**src/mdc_defs.vh**
```
// Register offsets, field positions, reset values and timing constants
`ifndef MDC_DEFS_VH
`define MDC_DEFS_VH
`define MDC_OFF_MODE      8'h16
`define MDC_OFF_CLEAR     8'h17
`define MDC_OFF_CTRL1     8'h18
`define MDC_OFF_CTRL2     8'h19
`define MDC_OFF_LVL_TH    8'h1A
`define MDC_OFF_PLS_TH    8'h1B
`define MDC_OFF_PLS_DUR   8'h1C
`define MDC_OFF_LATENCY   8'h1D
`define MDC_OFF_WINDOW    8'h1E
`define MDC_OFF_FLAGS     8'h20
`define MDC_RESET_VALUE   8'h00
`define MDC_MODE_STANDBY  2'h0
`define MDC_MODE_MEASURE  2'h1
`define MDC_MODE_LEVEL    2'h2
`define MDC_MODE_PULSE    2'h3
`define MDC_RANGE_8G      2'h0
`define MDC_RANGE_2G      2'h1
`define MDC_RANGE_4G      2'h2
`define MDC_ASSIGN_LP     2'h0
`define MDC_ASSIGN_PL     2'h1
`define MDC_ASSIGN_SD     2'h2
`define MDC_BIT_SELFTEST  4
`define MDC_BIT_3W        5
`define MDC_BIT_RDYPIN    6
`define MDC_BIT_CLR_A     0
`define MDC_BIT_CLR_B     1
`define MDC_BIT_SWAP      0
`define MDC_BIT_XDIS      3
`define MDC_BIT_TOPT      6
`define MDC_BIT_BW        7
`define MDC_BIT_LPOL      0
`define MDC_BIT_PPOL      1
`define MDC_BIT_DRV       2
`define MDC_DUR_STEP_US   500
`define MDC_LAT_STEP_US   1000
`define MDC_CLK_MHZ       250
`define MDC_AXI_OKAY      2'h0
`define MDC_AXI_SLVERR    2'h2
`endif

```
**src/mdc_axis_sat.v**
```verilog
// Eight-bit two's complement saturation of one axis sample
module mdc_axis_sat #(
  parameter IN_W = 12
) (
  // Sample
  input  wire signed [IN_W-1:0] sample_in,
  output reg         [7:0]      sample_out
);
  always @* begin
    if (sample_in > $signed(12'sh07F))
      sample_out = 8'h7F;
    else if (sample_in < $signed(12'shF80))
      sample_out = 8'h80;
    else
      sample_out = sample_in[7:0];
  end
endmodule // mdc_axis_sat

```
**src/mdc_event_latch.v**
```verilog
// One latched detection event with set-over-clear priority
module mdc_event_latch (
  // Clock and reset
  input  wire aclk,
  input  wire aresetn,
  // Event
  input  wire set_in,
  input  wire clear_in,
  output reg  flag
);
  always @(posedge aclk) begin
    if (!aresetn)
      flag <= 1'b0;
    else if (set_in)
      flag <= 1'b1;
    else if (clear_in)
      flag <= 1'b0;
  end
endmodule // mdc_event_latch

```
**src/mdc_regs.v**
```verilog
// Motion detect configuration register bank with AXI4-Lite slave
//
// Design decision made here: the AXI4-Lite interface to the registers.
`include "mdc_defs.vh"
module mdc_regs #(
  parameter ADDR_W   = 8,
  parameter SAMPLE_W = 12
) (
  // Clock and reset
  input  wire                aclk,
  input  wire                aresetn,
  // AXI4-Lite write address
  input  wire [ADDR_W-1:0]   s_axi_awaddr,
  input  wire                s_axi_awvalid,
  output wire                s_axi_awready,
  // AXI4-Lite write data
  input  wire [31:0]         s_axi_wdata,
  input  wire [3:0]          s_axi_wstrb,
  input  wire                s_axi_wvalid,
  output wire                s_axi_wready,
  // AXI4-Lite write response
  output reg  [1:0]          s_axi_bresp,
  output reg                 s_axi_bvalid,
  input  wire                s_axi_bready,
  // AXI4-Lite read address
  input  wire [ADDR_W-1:0]   s_axi_araddr,
  input  wire                s_axi_arvalid,
  output wire                s_axi_arready,
  // AXI4-Lite read data
  output reg  [31:0]         s_axi_rdata,
  output reg  [1:0]          s_axi_rresp,
  output reg                 s_axi_rvalid,
  input  wire                s_axi_rready,
  // Detection engine events and data
  input  wire                level_event,
  input  wire                single_pulse_event,
  input  wire                double_pulse_event,
  input  wire [2:0]          level_axis_hits,
  input  wire [2:0]          pulse_axis_hits,
  input  wire                sample_ready,
  input  wire [3*SAMPLE_W-1:0] raw_samples,
  // Configuration outputs
  output reg  [1:0]          operating_mode,
  output reg  [1:0]          range_select,
  output reg                 self_test_on,
  output reg                 three_wire_select,
  output reg  [2:0]          axis_enable,
  output reg                 threshold_signed,
  output reg                 filter_bandwidth,
  output reg                 level_and_mode,
  output reg                 pulse_and_mode,
  output reg                 output_drive_strength,
  output reg  [7:0]          level_threshold_value,
  output reg  [6:0]          pulse_threshold_value,
  output reg  [17:0]         pulse_duration_us,
  output reg  [17:0]         latency_us,
  output reg  [17:0]         second_window_us,
  output reg  [2:0]          level_axis_flags,
  output reg  [2:0]          pulse_axis_flags,
  output reg  [23:0]         axis_data,
  // Event pins
  output reg                 event_line_a,
  output reg                 event_line_b
);
  // ****************************************
  // Registers
  // ****************************************
  reg  [7:0] mode_control;
  reg  [7:0] interrupt_latch_clear;
  reg  [7:0] detection_control_one;
  reg  [7:0] detection_control_two;
  reg  [7:0] level_threshold;
  reg  [7:0] pulse_threshold;
  reg  [7:0] pulse_duration;
  reg  [7:0] latency_time;
  reg  [7:0] second_pulse_window;
  reg        aw_held;
  reg        w_held;
  reg  [ADDR_W-1:0] aw_addr;
  reg  [31:0] w_data;
  reg  [3:0]  w_strb;
  wire        flag_a;
  wire        flag_b;
  wire        do_write;
  wire        clear_a;
  wire        clear_b;
  reg         set_a;
  reg         set_b;
  reg         next_a_is_level;
  reg         next_b_is_level;
  reg  [31:0] next_rdata;
  reg         next_rhit;
  wire [1:0]  event_assignment;
  wire [23:0] sat_data;

  // ****************************************
  // AXI4-Lite slave
  // ****************************************
  assign s_axi_awready = !aw_held && !s_axi_bvalid;
  assign s_axi_wready  = !w_held && !s_axi_bvalid;
  assign s_axi_arready = !s_axi_rvalid;
  assign do_write      = aw_held && w_held && !s_axi_bvalid;

  always @(posedge aclk) begin
    if (!aresetn) begin
      aw_held      <= 1'b0;
      w_held       <= 1'b0;
      aw_addr      <= {ADDR_W{1'b0}};
      w_data       <= 32'h00000000;
      w_strb       <= 4'h0;
      s_axi_bvalid <= 1'b0;
      s_axi_bresp  <= `MDC_AXI_OKAY;
    end else begin
      if (s_axi_awvalid && s_axi_awready) begin
        aw_held <= 1'b1;
        aw_addr <= s_axi_awaddr;
      end
      if (s_axi_wvalid && s_axi_wready) begin
        w_held <= 1'b1;
        w_data <= s_axi_wdata;
        w_strb <= s_axi_wstrb;
      end
      if (do_write) begin
        aw_held      <= 1'b0;
        w_held       <= 1'b0;
        s_axi_bvalid <= 1'b1;
        s_axi_bresp  <= ({2'h0, aw_addr[7:2]} >= `MDC_OFF_MODE && {2'h0, aw_addr[7:2]} <= `MDC_OFF_WINDOW)
                        ? `MDC_AXI_OKAY : `MDC_AXI_SLVERR;
      end else if (s_axi_bvalid && s_axi_bready) begin
        s_axi_bvalid <= 1'b0;
      end
    end
  end

  // Registers are indexed: byte address is four times the offset
  wire [7:0] w_index = {2'h0, aw_addr[7:2]};
  wire       w_lane  = w_strb[0];

  always @(posedge aclk) begin
    if (!aresetn) begin
      mode_control          <= `MDC_RESET_VALUE;
      interrupt_latch_clear <= `MDC_RESET_VALUE;
      detection_control_one <= `MDC_RESET_VALUE;
      detection_control_two <= `MDC_RESET_VALUE;
      level_threshold       <= `MDC_RESET_VALUE;
      pulse_threshold       <= `MDC_RESET_VALUE;
      pulse_duration        <= `MDC_RESET_VALUE;
      latency_time          <= `MDC_RESET_VALUE;
      second_pulse_window   <= `MDC_RESET_VALUE;
    end else if (do_write && w_lane) begin
      case (w_index)
        `MDC_OFF_MODE:    mode_control          <= {1'b0, w_data[6:0]};
        `MDC_OFF_CLEAR:   interrupt_latch_clear <= {6'h00, w_data[1:0]};
        `MDC_OFF_CTRL1:   detection_control_one <= w_data[7:0];
        `MDC_OFF_CTRL2:   detection_control_two <= {5'h00, w_data[2:0]};
        `MDC_OFF_LVL_TH:  level_threshold       <= w_data[7:0];
        `MDC_OFF_PLS_TH:  pulse_threshold       <= w_data[7:0];
        `MDC_OFF_PLS_DUR: pulse_duration        <= w_data[7:0];
        `MDC_OFF_LATENCY: latency_time          <= w_data[7:0];
        `MDC_OFF_WINDOW:  second_pulse_window   <= w_data[7:0];
        default: begin
        end
      endcase
    end
  end

  // Clear strobes: a one written to a clear bit acts once; zero does nothing
  wire clr_write = do_write && w_lane && (w_index == `MDC_OFF_CLEAR);
  assign clear_a = clr_write && w_data[`MDC_BIT_CLR_A];
  assign clear_b = clr_write && w_data[`MDC_BIT_CLR_B];

  // ****************************************
  // Read path
  // ****************************************
  always @* begin
    next_rhit  = 1'b1;
    next_rdata = 32'h00000000;
    case ({2'h0, s_axi_araddr[7:2]})
      `MDC_OFF_MODE:    next_rdata[7:0] = mode_control;
      `MDC_OFF_CLEAR:   next_rdata[7:0] = interrupt_latch_clear;
      `MDC_OFF_CTRL1:   next_rdata[7:0] = detection_control_one;
      `MDC_OFF_CTRL2:   next_rdata[7:0] = detection_control_two;
      `MDC_OFF_LVL_TH:  next_rdata[7:0] = level_threshold;
      `MDC_OFF_PLS_TH:  next_rdata[7:0] = pulse_threshold;
      `MDC_OFF_PLS_DUR: next_rdata[7:0] = pulse_duration;
      `MDC_OFF_LATENCY: next_rdata[7:0] = latency_time;
      `MDC_OFF_WINDOW:  next_rdata[7:0] = second_pulse_window;
      `MDC_OFF_FLAGS:   next_rdata[7:0] = {flag_b, flag_a, pulse_axis_flags, level_axis_flags};
      default:          next_rhit = 1'b0;
    endcase
  end

  always @(posedge aclk) begin
    if (!aresetn) begin
      s_axi_rvalid <= 1'b0;
      s_axi_rdata  <= 32'h00000000;
      s_axi_rresp  <= `MDC_AXI_OKAY;
    end else if (s_axi_arvalid && s_axi_arready) begin
      s_axi_rvalid <= 1'b1;
      s_axi_rdata  <= next_rdata;
      s_axi_rresp  <= next_rhit ? `MDC_AXI_OKAY : `MDC_AXI_SLVERR;
    end else if (s_axi_rvalid && s_axi_rready) begin
      s_axi_rvalid <= 1'b0;
    end
  end

  // ****************************************
  // Configuration decode
  // ****************************************
  assign event_assignment = detection_control_one[2:1];

  always @(posedge aclk) begin
    if (!aresetn) begin
      operating_mode        <= `MDC_MODE_STANDBY;
      range_select          <= `MDC_RANGE_8G;
      self_test_on          <= 1'b0;
      three_wire_select     <= 1'b0;
      axis_enable           <= 3'h7;
      threshold_signed      <= 1'b0;
      filter_bandwidth      <= 1'b0;
      level_and_mode        <= 1'b0;
      pulse_and_mode        <= 1'b0;
      output_drive_strength <= 1'b0;
      level_threshold_value <= 8'h00;
      pulse_threshold_value <= 7'h00;
      pulse_duration_us     <= 18'h00000;
      latency_us            <= 18'h00000;
      second_window_us      <= 18'h00000;
    end else begin
      operating_mode        <= mode_control[1:0];
      range_select          <= mode_control[3:2];
      self_test_on          <= mode_control[`MDC_BIT_SELFTEST];
      three_wire_select     <= mode_control[`MDC_BIT_3W];
      axis_enable           <= ~detection_control_one[`MDC_BIT_XDIS+2:`MDC_BIT_XDIS];
      threshold_signed      <= detection_control_one[`MDC_BIT_TOPT];
      filter_bandwidth      <= detection_control_one[`MDC_BIT_BW];
      level_and_mode        <= detection_control_two[`MDC_BIT_LPOL];
      pulse_and_mode        <= detection_control_two[`MDC_BIT_PPOL];
      output_drive_strength <= detection_control_two[`MDC_BIT_DRV];
      level_threshold_value <= detection_control_one[`MDC_BIT_TOPT] ? level_threshold
                               : {1'b0, level_threshold[6:0]};
      pulse_threshold_value <= pulse_threshold[6:0];
      pulse_duration_us     <= pulse_duration * 18'd`MDC_DUR_STEP_US;
      latency_us            <= latency_time * 18'd`MDC_LAT_STEP_US;
      second_window_us      <= second_pulse_window * 18'd`MDC_LAT_STEP_US;
    end
  end

  // ****************************************
  // Event assignment and latches
  // ****************************************
  always @* begin
    next_a_is_level = 1'b0;
    next_b_is_level = 1'b0;
    set_a = 1'b0;
    set_b = 1'b0;
    case (event_assignment)
      `MDC_ASSIGN_LP: begin
        set_a = level_event;
        set_b = single_pulse_event;
        next_a_is_level = 1'b1;
      end
      `MDC_ASSIGN_PL: begin
        set_a = single_pulse_event;
        set_b = level_event;
        next_b_is_level = 1'b1;
      end
      `MDC_ASSIGN_SD: begin
        set_a = single_pulse_event;
        set_b = (second_pulse_window == 8'h00 || latency_time == 8'h00)
                ? single_pulse_event : double_pulse_event;
      end
      default: begin
      end
    endcase
  end

  mdc_event_latch u_latch_a (
    .aclk     (aclk),
    .aresetn  (aresetn),
    .set_in   (set_a),
    .clear_in (clear_a),
    .flag     (flag_a)
  );

  mdc_event_latch u_latch_b (
    .aclk     (aclk),
    .aresetn  (aresetn),
    .set_in   (set_b),
    .clear_in (clear_b),
    .flag     (flag_b)
  );

  // Per-axis source bits: set by hits, cleared by the clear owning that kind
  wire clr_level = (clear_a && next_a_is_level) || (clear_b && next_b_is_level);
  wire clr_pulse = (clear_a && !next_a_is_level) || (clear_b && !next_b_is_level);

  always @(posedge aclk) begin
    if (!aresetn) begin
      level_axis_flags <= 3'h0;
      pulse_axis_flags <= 3'h0;
    end else begin
      level_axis_flags <= (clr_level ? 3'h0 : level_axis_flags) | level_axis_hits;
      pulse_axis_flags <= (clr_pulse ? 3'h0 : pulse_axis_flags) | pulse_axis_hits;
    end
  end

  // ****************************************
  // Pin routing
  // ****************************************
  always @(posedge aclk) begin
    if (!aresetn) begin
      event_line_a <= 1'b0;
      event_line_b <= 1'b0;
    end else begin
      event_line_a <= (detection_control_one[`MDC_BIT_SWAP] ? flag_b : flag_a)
                      | (sample_ready && !mode_control[`MDC_BIT_RDYPIN]);
      event_line_b <= detection_control_one[`MDC_BIT_SWAP] ? flag_a : flag_b;
    end
  end

  // ****************************************
  // Axis data saturation
  // ****************************************
  genvar ax;
  generate
    for (ax = 0; ax < 3; ax = ax + 1) begin : g_axis
      mdc_axis_sat #(
        .IN_W (SAMPLE_W)
      ) u_sat (
        .sample_in  (raw_samples[ax*SAMPLE_W +: SAMPLE_W]),
        .sample_out (sat_data[ax*8 +: 8])
      );
    end
  endgenerate

  always @(posedge aclk) begin
    if (!aresetn)
      axis_data <= 24'h000000;
    else
      axis_data <= sat_data;
  end
endmodule // mdc_regs

```
**config.mk**
```make
export PLATFORM = sky130hd
export DESIGN_NAME = mdc_regs
export DESIGN_NICKNAME = d
export VERILOG_FILES = /design/src/mdc_axis_sat.v /design/src/mdc_event_latch.v /design/src/mdc_regs.v
export VERILOG_INCLUDE_DIRS = /design/src
export SDC_FILE = /design/constraint.sdc
export NUM_CORES = 1
export LEC_CHECK = 0
export ABC_AREA = 1
export BUFFER_PORTS_ARGS = -buffer_cell sky130_fd_sc_hd__buf_4
export CORE_MARGIN = 4
export CORE_UTILIZATION = 43
export CTS_CLUSTER_SIZE = 14
export DETAILED_ROUTE_END_ITERATION = 8
export PLACE_DENSITY = 0.66
export REMOVE_ABC_BUFFERS = 1
export SETUP_SLACK_MARGIN = 0.4
export SLEW_MARGIN = 20
export SYNTH_ARGS = -nofsm -noshare
export SYNTH_HDL_FRONTEND = slang
export SYNTH_SLANG_ARGS = --single-unit
```
**constraint.sdc**
```tcl
create_clock -name aclk -period 4.1 [get_ports aclk]
set_input_delay 0.41 -clock aclk [delete_from_list [all_inputs] [get_ports aclk]]
set_output_delay 0.41 -clock aclk [all_outputs]
set_load 0.05 [all_outputs]
```
* Word-level counts from Yosys, hierarchy flattened
Cells that the tools add are included.
** Storage, ports and cells
- Register bits :: 210
- Bits in latches :: 0
- RAM bits :: 0
- ROM bits :: 0
- Input port bits :: 105
- Word-level logic and storage cells :: 164
- Memories kept :: 0
** Operators by class
- Add/subtract/negate cells :: 0
- Multiply operators :: 3
- Divide/modulo/power cells :: 0
- Order comparisons :: 8
- Eq/ne operators :: 21
- Shifts and indexed selects :: 0
- Mux-type cells :: 27
- Bitwise logic cells :: 5
- Reductions and logical operators :: 52
** Operators by type and width (number)
- $eq A6 B5 Y1 const B :: 18
- $pmux W8 S10 :: 1
- $mul A8 B7 Y15 const B :: 3
- $gt A12 B8 Y1 const B :: 3
- $lt A12 B8 Y1 const B :: 3
- $mux W8 :: 3
- $mux W7 :: 3
- $reduce_and A2 Y1 :: 10
- $logic_and A1 B1 Y1 :: 19
- $logic_not A8 Y1 :: 2
- $mux W1 :: 14
- $reduce_or A10 Y1 :: 1
- $reduce_or A2 Y1 :: 5
- $reduce_bool A2 Y1 :: 4
- $logic_not A1 Y1 :: 7
- $eq A6 B6 Y1 const B :: 1
- $ge A6 B5 Y1 const B :: 1
- $le A6 B5 Y1 const B :: 1
- $mux W3 :: 2
- $or A3 B3 Y3 :: 2
- $mux W2 :: 2
- $logic_or A1 B1 Y1 :: 3
- $not A3 Y3 :: 1
- $pmux W1 S3 :: 1
- 6 further kinds :: 6

* Longest topological paths before layout
- Depth after elaboration :: 9
- Gate-level depth with buffers :: 17
- Depth with buffers taken out :: 17

* Hierarchy
From an unflattened synthesis, not the netlist that was laid out.
** Unflattened totals
- Cells, all modules :: 1561
- Area, all modules :: 12002.8 sq um
** By module, submodules not included
- mdc_regs :: times used 1, cells an instance 1486, area each 11622.4 sq um, sequential area each 3903.7 sq um
- mdc_axis_sat :: times used 3, cells an instance 21, area each 97.6 sq um, sequential area each 0.0 sq um
- mdc_event_latch :: times used 2, cells an instance 6, area each 43.8 sq um, sequential area each 20.0 sq um

* Worst setup path before layout
OpenSTA, ideal clock, no wires.
- Path kind :: register -> register
- Start point :: register second_pulse_window[1]
- End point :: register second_window_us[17]
- Library setup time :: 0.113 ns
- Arrival time :: 3.549 ns
- Required time :: 3.987 ns
- Setup slack :: 0.438 ns
- Stages on the path, launching flop included :: 15
- Path buffers :: 0
- Period minus slack after synthesis :: 3.662 ns
- Cells stage by stage :: dfxtp_1 -> inv_1 -> fa_1 -> fa_1 -> fa_1 -> inv_1 -> fa_1 -> ha_1 -> a21o_1 -> a21oi_1 -> nand2_1 -> nand2_1 -> nand3_1 -> nor2_1 -> nor2_1
** On the way
- Longest elaborated chain between the ends :: 1
** RTL lines
- from (decl) :: RTL line mdc_regs.v:76 : reg [7:0] second_pulse_window;
- from (signal assigned) :: RTL line mdc_regs.v:149 : second_pulse_window <= `MDC_RESET_VALUE;
- from (signal assigned) :: RTL line mdc_regs.v:160 : `MDC_OFF_WINDOW: second_pulse_window <= w_data[7:0];
- $mul A8 B7 Y15 (no line)
- to (signal assigned) :: RTL line mdc_regs.v:245 : second_window_us <= second_pulse_window * 18'd`MDC_LAT_STEP_US;
- to (decl) :: RTL line mdc_regs.v:57 : output reg [17:0] second_window_us,
Every way passes these cells.
A chain may end at the register's enable or synchronous reset.

* Worst setup path in the final report
- Start point :: register latency_time[2]
- End point :: register latency_us[16]
** On the way
- Longest elaborated chain between the ends :: 1
** RTL lines
- from (decl) :: RTL line mdc_regs.v:75 : reg [7:0] latency_time;
- from (signal assigned) :: RTL line mdc_regs.v:148 : latency_time <= `MDC_RESET_VALUE;
- from (signal assigned) :: RTL line mdc_regs.v:159 : `MDC_OFF_LATENCY: latency_time <= w_data[7:0];
- $mul A8 B7 Y15 (no line)
- to (signal assigned) :: RTL line mdc_regs.v:244 : latency_us <= latency_time * 18'd`MDC_LAT_STEP_US;
- to (decl) :: RTL line mdc_regs.v:56 : output reg [17:0] latency_us,
Every way passes these cells.

==> results.ini <==
[grt]
grt_max_degree = 75
grt_pass1_wl_um = 46100
grt_usage = 0.185
antenna_found_initial = 1
grt_pass1_vias = 9353
grt.overflow.total = 0

[placed_design]
dpl.hpwl_um = 22100
routabilityCongestion = 0.932
port_buffers = 194

[synth]
synth_seq_cells = 197
synth_ff_type = dfxtp_1
synth.area.top_cells = dfxtp_1 34%, ha_1 14%, fa_1 11%
synth_largest_area_cell = dfxtp_1
ys.warnings.count = 0
synth-edff-count = 0
ys_seq_area_frac = 0.336
synthDominantCellAreaShare = 0.336
synth.most_common_cell = inv_1
netlist_instances = 1447
ys_types = 42
yosys-top-cells-count = 258 x inv_1, 218 x nand2_1, 197 x dfxtp_1, 154 x a21oi_1, 128 x ha_1
avgSynthCellArea_um2 = 8.10
synthArstFlopShare = 0
synthesis.area_um2 = 11700

[sta]
max_slew.worst_pin.slew_ns = 0.753
post-route-period-util = 0.883
finalSetupViolations = 0
finalHoldViolations = 0
slew_headroom = 0.496
whs_ns = 0.156
fmax_ghz = 0.276
slew_violations = 0
min_period_ns = 3.62
skew_ns = 0.0153
rsz0062_at_grt = yes
tns_ns = 0

[setup_path]
slowest_stage = fa_2
rr_endpoint = latency_us[16]$_SDFF_PN0_
critPathKind = reg -> reg
r2r_slack_ns = 0.48
critical_path.cell_chain = fa_2, xor2_1, ha_1, inv_1, fa_1, fa_1, inv_1, ha_4, a21oi_2, nor2_1, o21ai_0, nand4_1, nand2_1, nand2_1, nor2_1
r2r-start = latency_time[2]$_SDFFE_PN0P_
cp_data_required_time_ns = 4.48
path_delay_family = adder cells
crit_arrival_ns = 4.00
slowest_delay_ns = 0.58
cp.depth = 15
startpoint_type = flip-flop
crit_fanout = 6
cp_num_buf_inv = 2
critPathCaptureType = flip-flop
worstRegToRegCells = 15

[worst_hold_path]
hold_class = in -> reg
hold_end = axis_data[7]$_SDFF_PP0_
holdCritStartpoint = raw_samples[11]
min_path_cells = 3

[route]
firstDrtPassIters = 5
drt.antenna.violating_nets = 0
via_per_inst = 4.89
wl_per_cell_um = 14.4
drc_errors = 0
wl_um = 29000
via_count = 9857
drt-initial-drc-count = 544

[final_layout]
nets = 1956
syn_to_final_growth_pct = 23.8
drive_above_1_share = 0.210
fillers = 2552

[pwr]
power_density_nw_per_um2 = 283
p_leak_nw = 7.58
ir_drop_v = 0.000227

[die]
die_area_um2 = 30000
io_pins = 261
start_util = 0.436
fp.coreArea_um2 = 26900
dieHeight_um = 173
die_width_um = 173
fp-row-count = 60

[clock_network]
cts_root_buffer = clkbuf_16
cts_tree = yes
clk_latency_ns = 0.45
clock-sinks = 197
worst_setup_hold_path_clk_slew_ns = 0.08
cts_made_buffers = 17
clk_path_buf_depth = 2
cts_htree_levels = 4

[run]
maxCapViolations = 0

[run_status]
outcome = complete, no violations

## power by group
group	internal (W)	total [W]	switching, W	leakage, nW
Combinational	0.000119	0.000445	0.000327	5.69
Sequential	0.00195	0.00197	0.0000250	1.61
Clock	0.000830	0.00169	0.000864	0.286
Total	0.00289	0.00411	0.00122	7.58
## flip-flops by register name, indices dropped and copies added, names as in the netlist, 7 cells and up
name / cells
pulse_duration_us: 15
mode_control: 7
level_threshold_value: 8
pulse_threshold: 8
pulse_threshold_value: 7
second_pulse_window: 8
pulse_duration: 8
s_axi_rdata: 8
second_window_us: 15
latency_us: 15
latency_time: 8
detection_control_one: 8
level_threshold: 8
axis_data: 24
w_data: 8
## area by class of cell
type	instances	area (µm²)	area share
clock inverters	15	173	0.0119
well taps	341	427	0.0294
clock buffers	17	425	0.0293
repair buffers	227	1720	0.119
diodes	1	2.50	0.000172
flip-flops and latches	197	3990	0.275
multi-input cells	957	6790	0.468
inverters	260	980	0.0675
## layout by cell type (no fill, tap or decap), drive strengths merged, types with 35 or more instances in the layout
cell type,synthesis,routed
ha,128,128
buf,48,227
dfxtp,197,197
a21oi,156,156
fa,63,63
inv,259,267
nand2,220,220
nand3,73,73
nor2,116,116
conb,1,35
o21ai,104,104
## worst reg2reg max path, stage by stage (launching register included)
cell and delay, ns:
dfxtp_4 0.38, fa_2 0.58, xor2_1 0.21, ha_1 0.28
inv_1 0.07, fa_1 0.43, fa_1 0.52, inv_1 0.07
ha_4 0.26, a21oi_2 0.18, nor2_1 0.06, o21ai_0 0.15
nand4_1 0.14, nand2_1 0.08, nand2_1 0.05, nor2_1 0.09
## layer usage
| metal | GRT usage | up-vias | routed length [µm] |
|---|---|---|---|
| li1 | - | 4987 | - |
| met1 | 0.240 | 4578 | 12600 |
| met4 | 0.0622 | 0 | 639 |
| met2 | 0.309 | 243 | 14200 |
| met3 | 0.0402 | 49 | 1570 |
| met5 | 0 | - | 0 |
## kinds of logic (layout without fill, tap and decap cells)
logic type,after synthesis,in the layout,synth area share
flops,197,197,0.336
buf+inv,327,519,0.119
xor+xnor,9,9,0.00672
fa+ha+maj,191,191,0.244
compound gates,280,280,0.127
simple gates,442,442,0.167
other cells,1,36,0.000320
## stage by stage
stage | util | cell area (µm²) | total power [W] | instances | setup slack (ns)
after global placement | 0.500 | 13400 | 0.00246 | 1965 | 0.262
after floorplan | - | 11400 | 0.00229 | 1414 | 0.438
after CTS | 0.525 | 14100 | 0.00416 | 1997 | 0.391
final | 0.540 | 14500 | 0.00411 | 2015 | 0.481
after detailed placement | 0.500 | 13400 | 0.00246 | 1965 | 0.216
after global routing | 0.540 | 14500 | 0.00427 | 2015 | 0.306
## what timing repair did
| action | in CTS | in global routing |
|---|---|---|
| gates resized for setup | 20 | 69 |
| hold buffers | 0 | 0 |
| pin swaps | 1 | 38 |
| buffers inserted | 0 | 17 |
| setup endpoints to repair | 22 | 22 |
## how the worst max path moves through the flow
| stage | start | end | slack, ns |
|---|---|---|---|
| after floorplan | second_pulse_window[1]$_SDFFE_PN0P_ | second_window_us[17]$_SDFF_PN0_ | 0.44 |
| after detailed placement | pulse_duration[1]$_SDFFE_PN0P_ | pulse_duration_us[15]$_SDFF_PN0_ | 0.22 |
| after global placement | latency_time[2]$_SDFFE_PN0P_ | latency_us[16]$_SDFF_PN0_ | 0.26 |
| final | latency_time[2]$_SDFFE_PN0P_ | latency_us[16]$_SDFF_PN0_ | 0.48 |
| after CTS | pulse_duration[1]$_SDFFE_PN0P_ | pulse_duration_us[14]$_SDFF_PN0_ | 0.39 |
| after global routing | latency_time[2]$_SDFFE_PN0P_ | latency_us[16]$_SDFF_PN0_ | 0.31 |
Power figures use the tool's default switching activity.
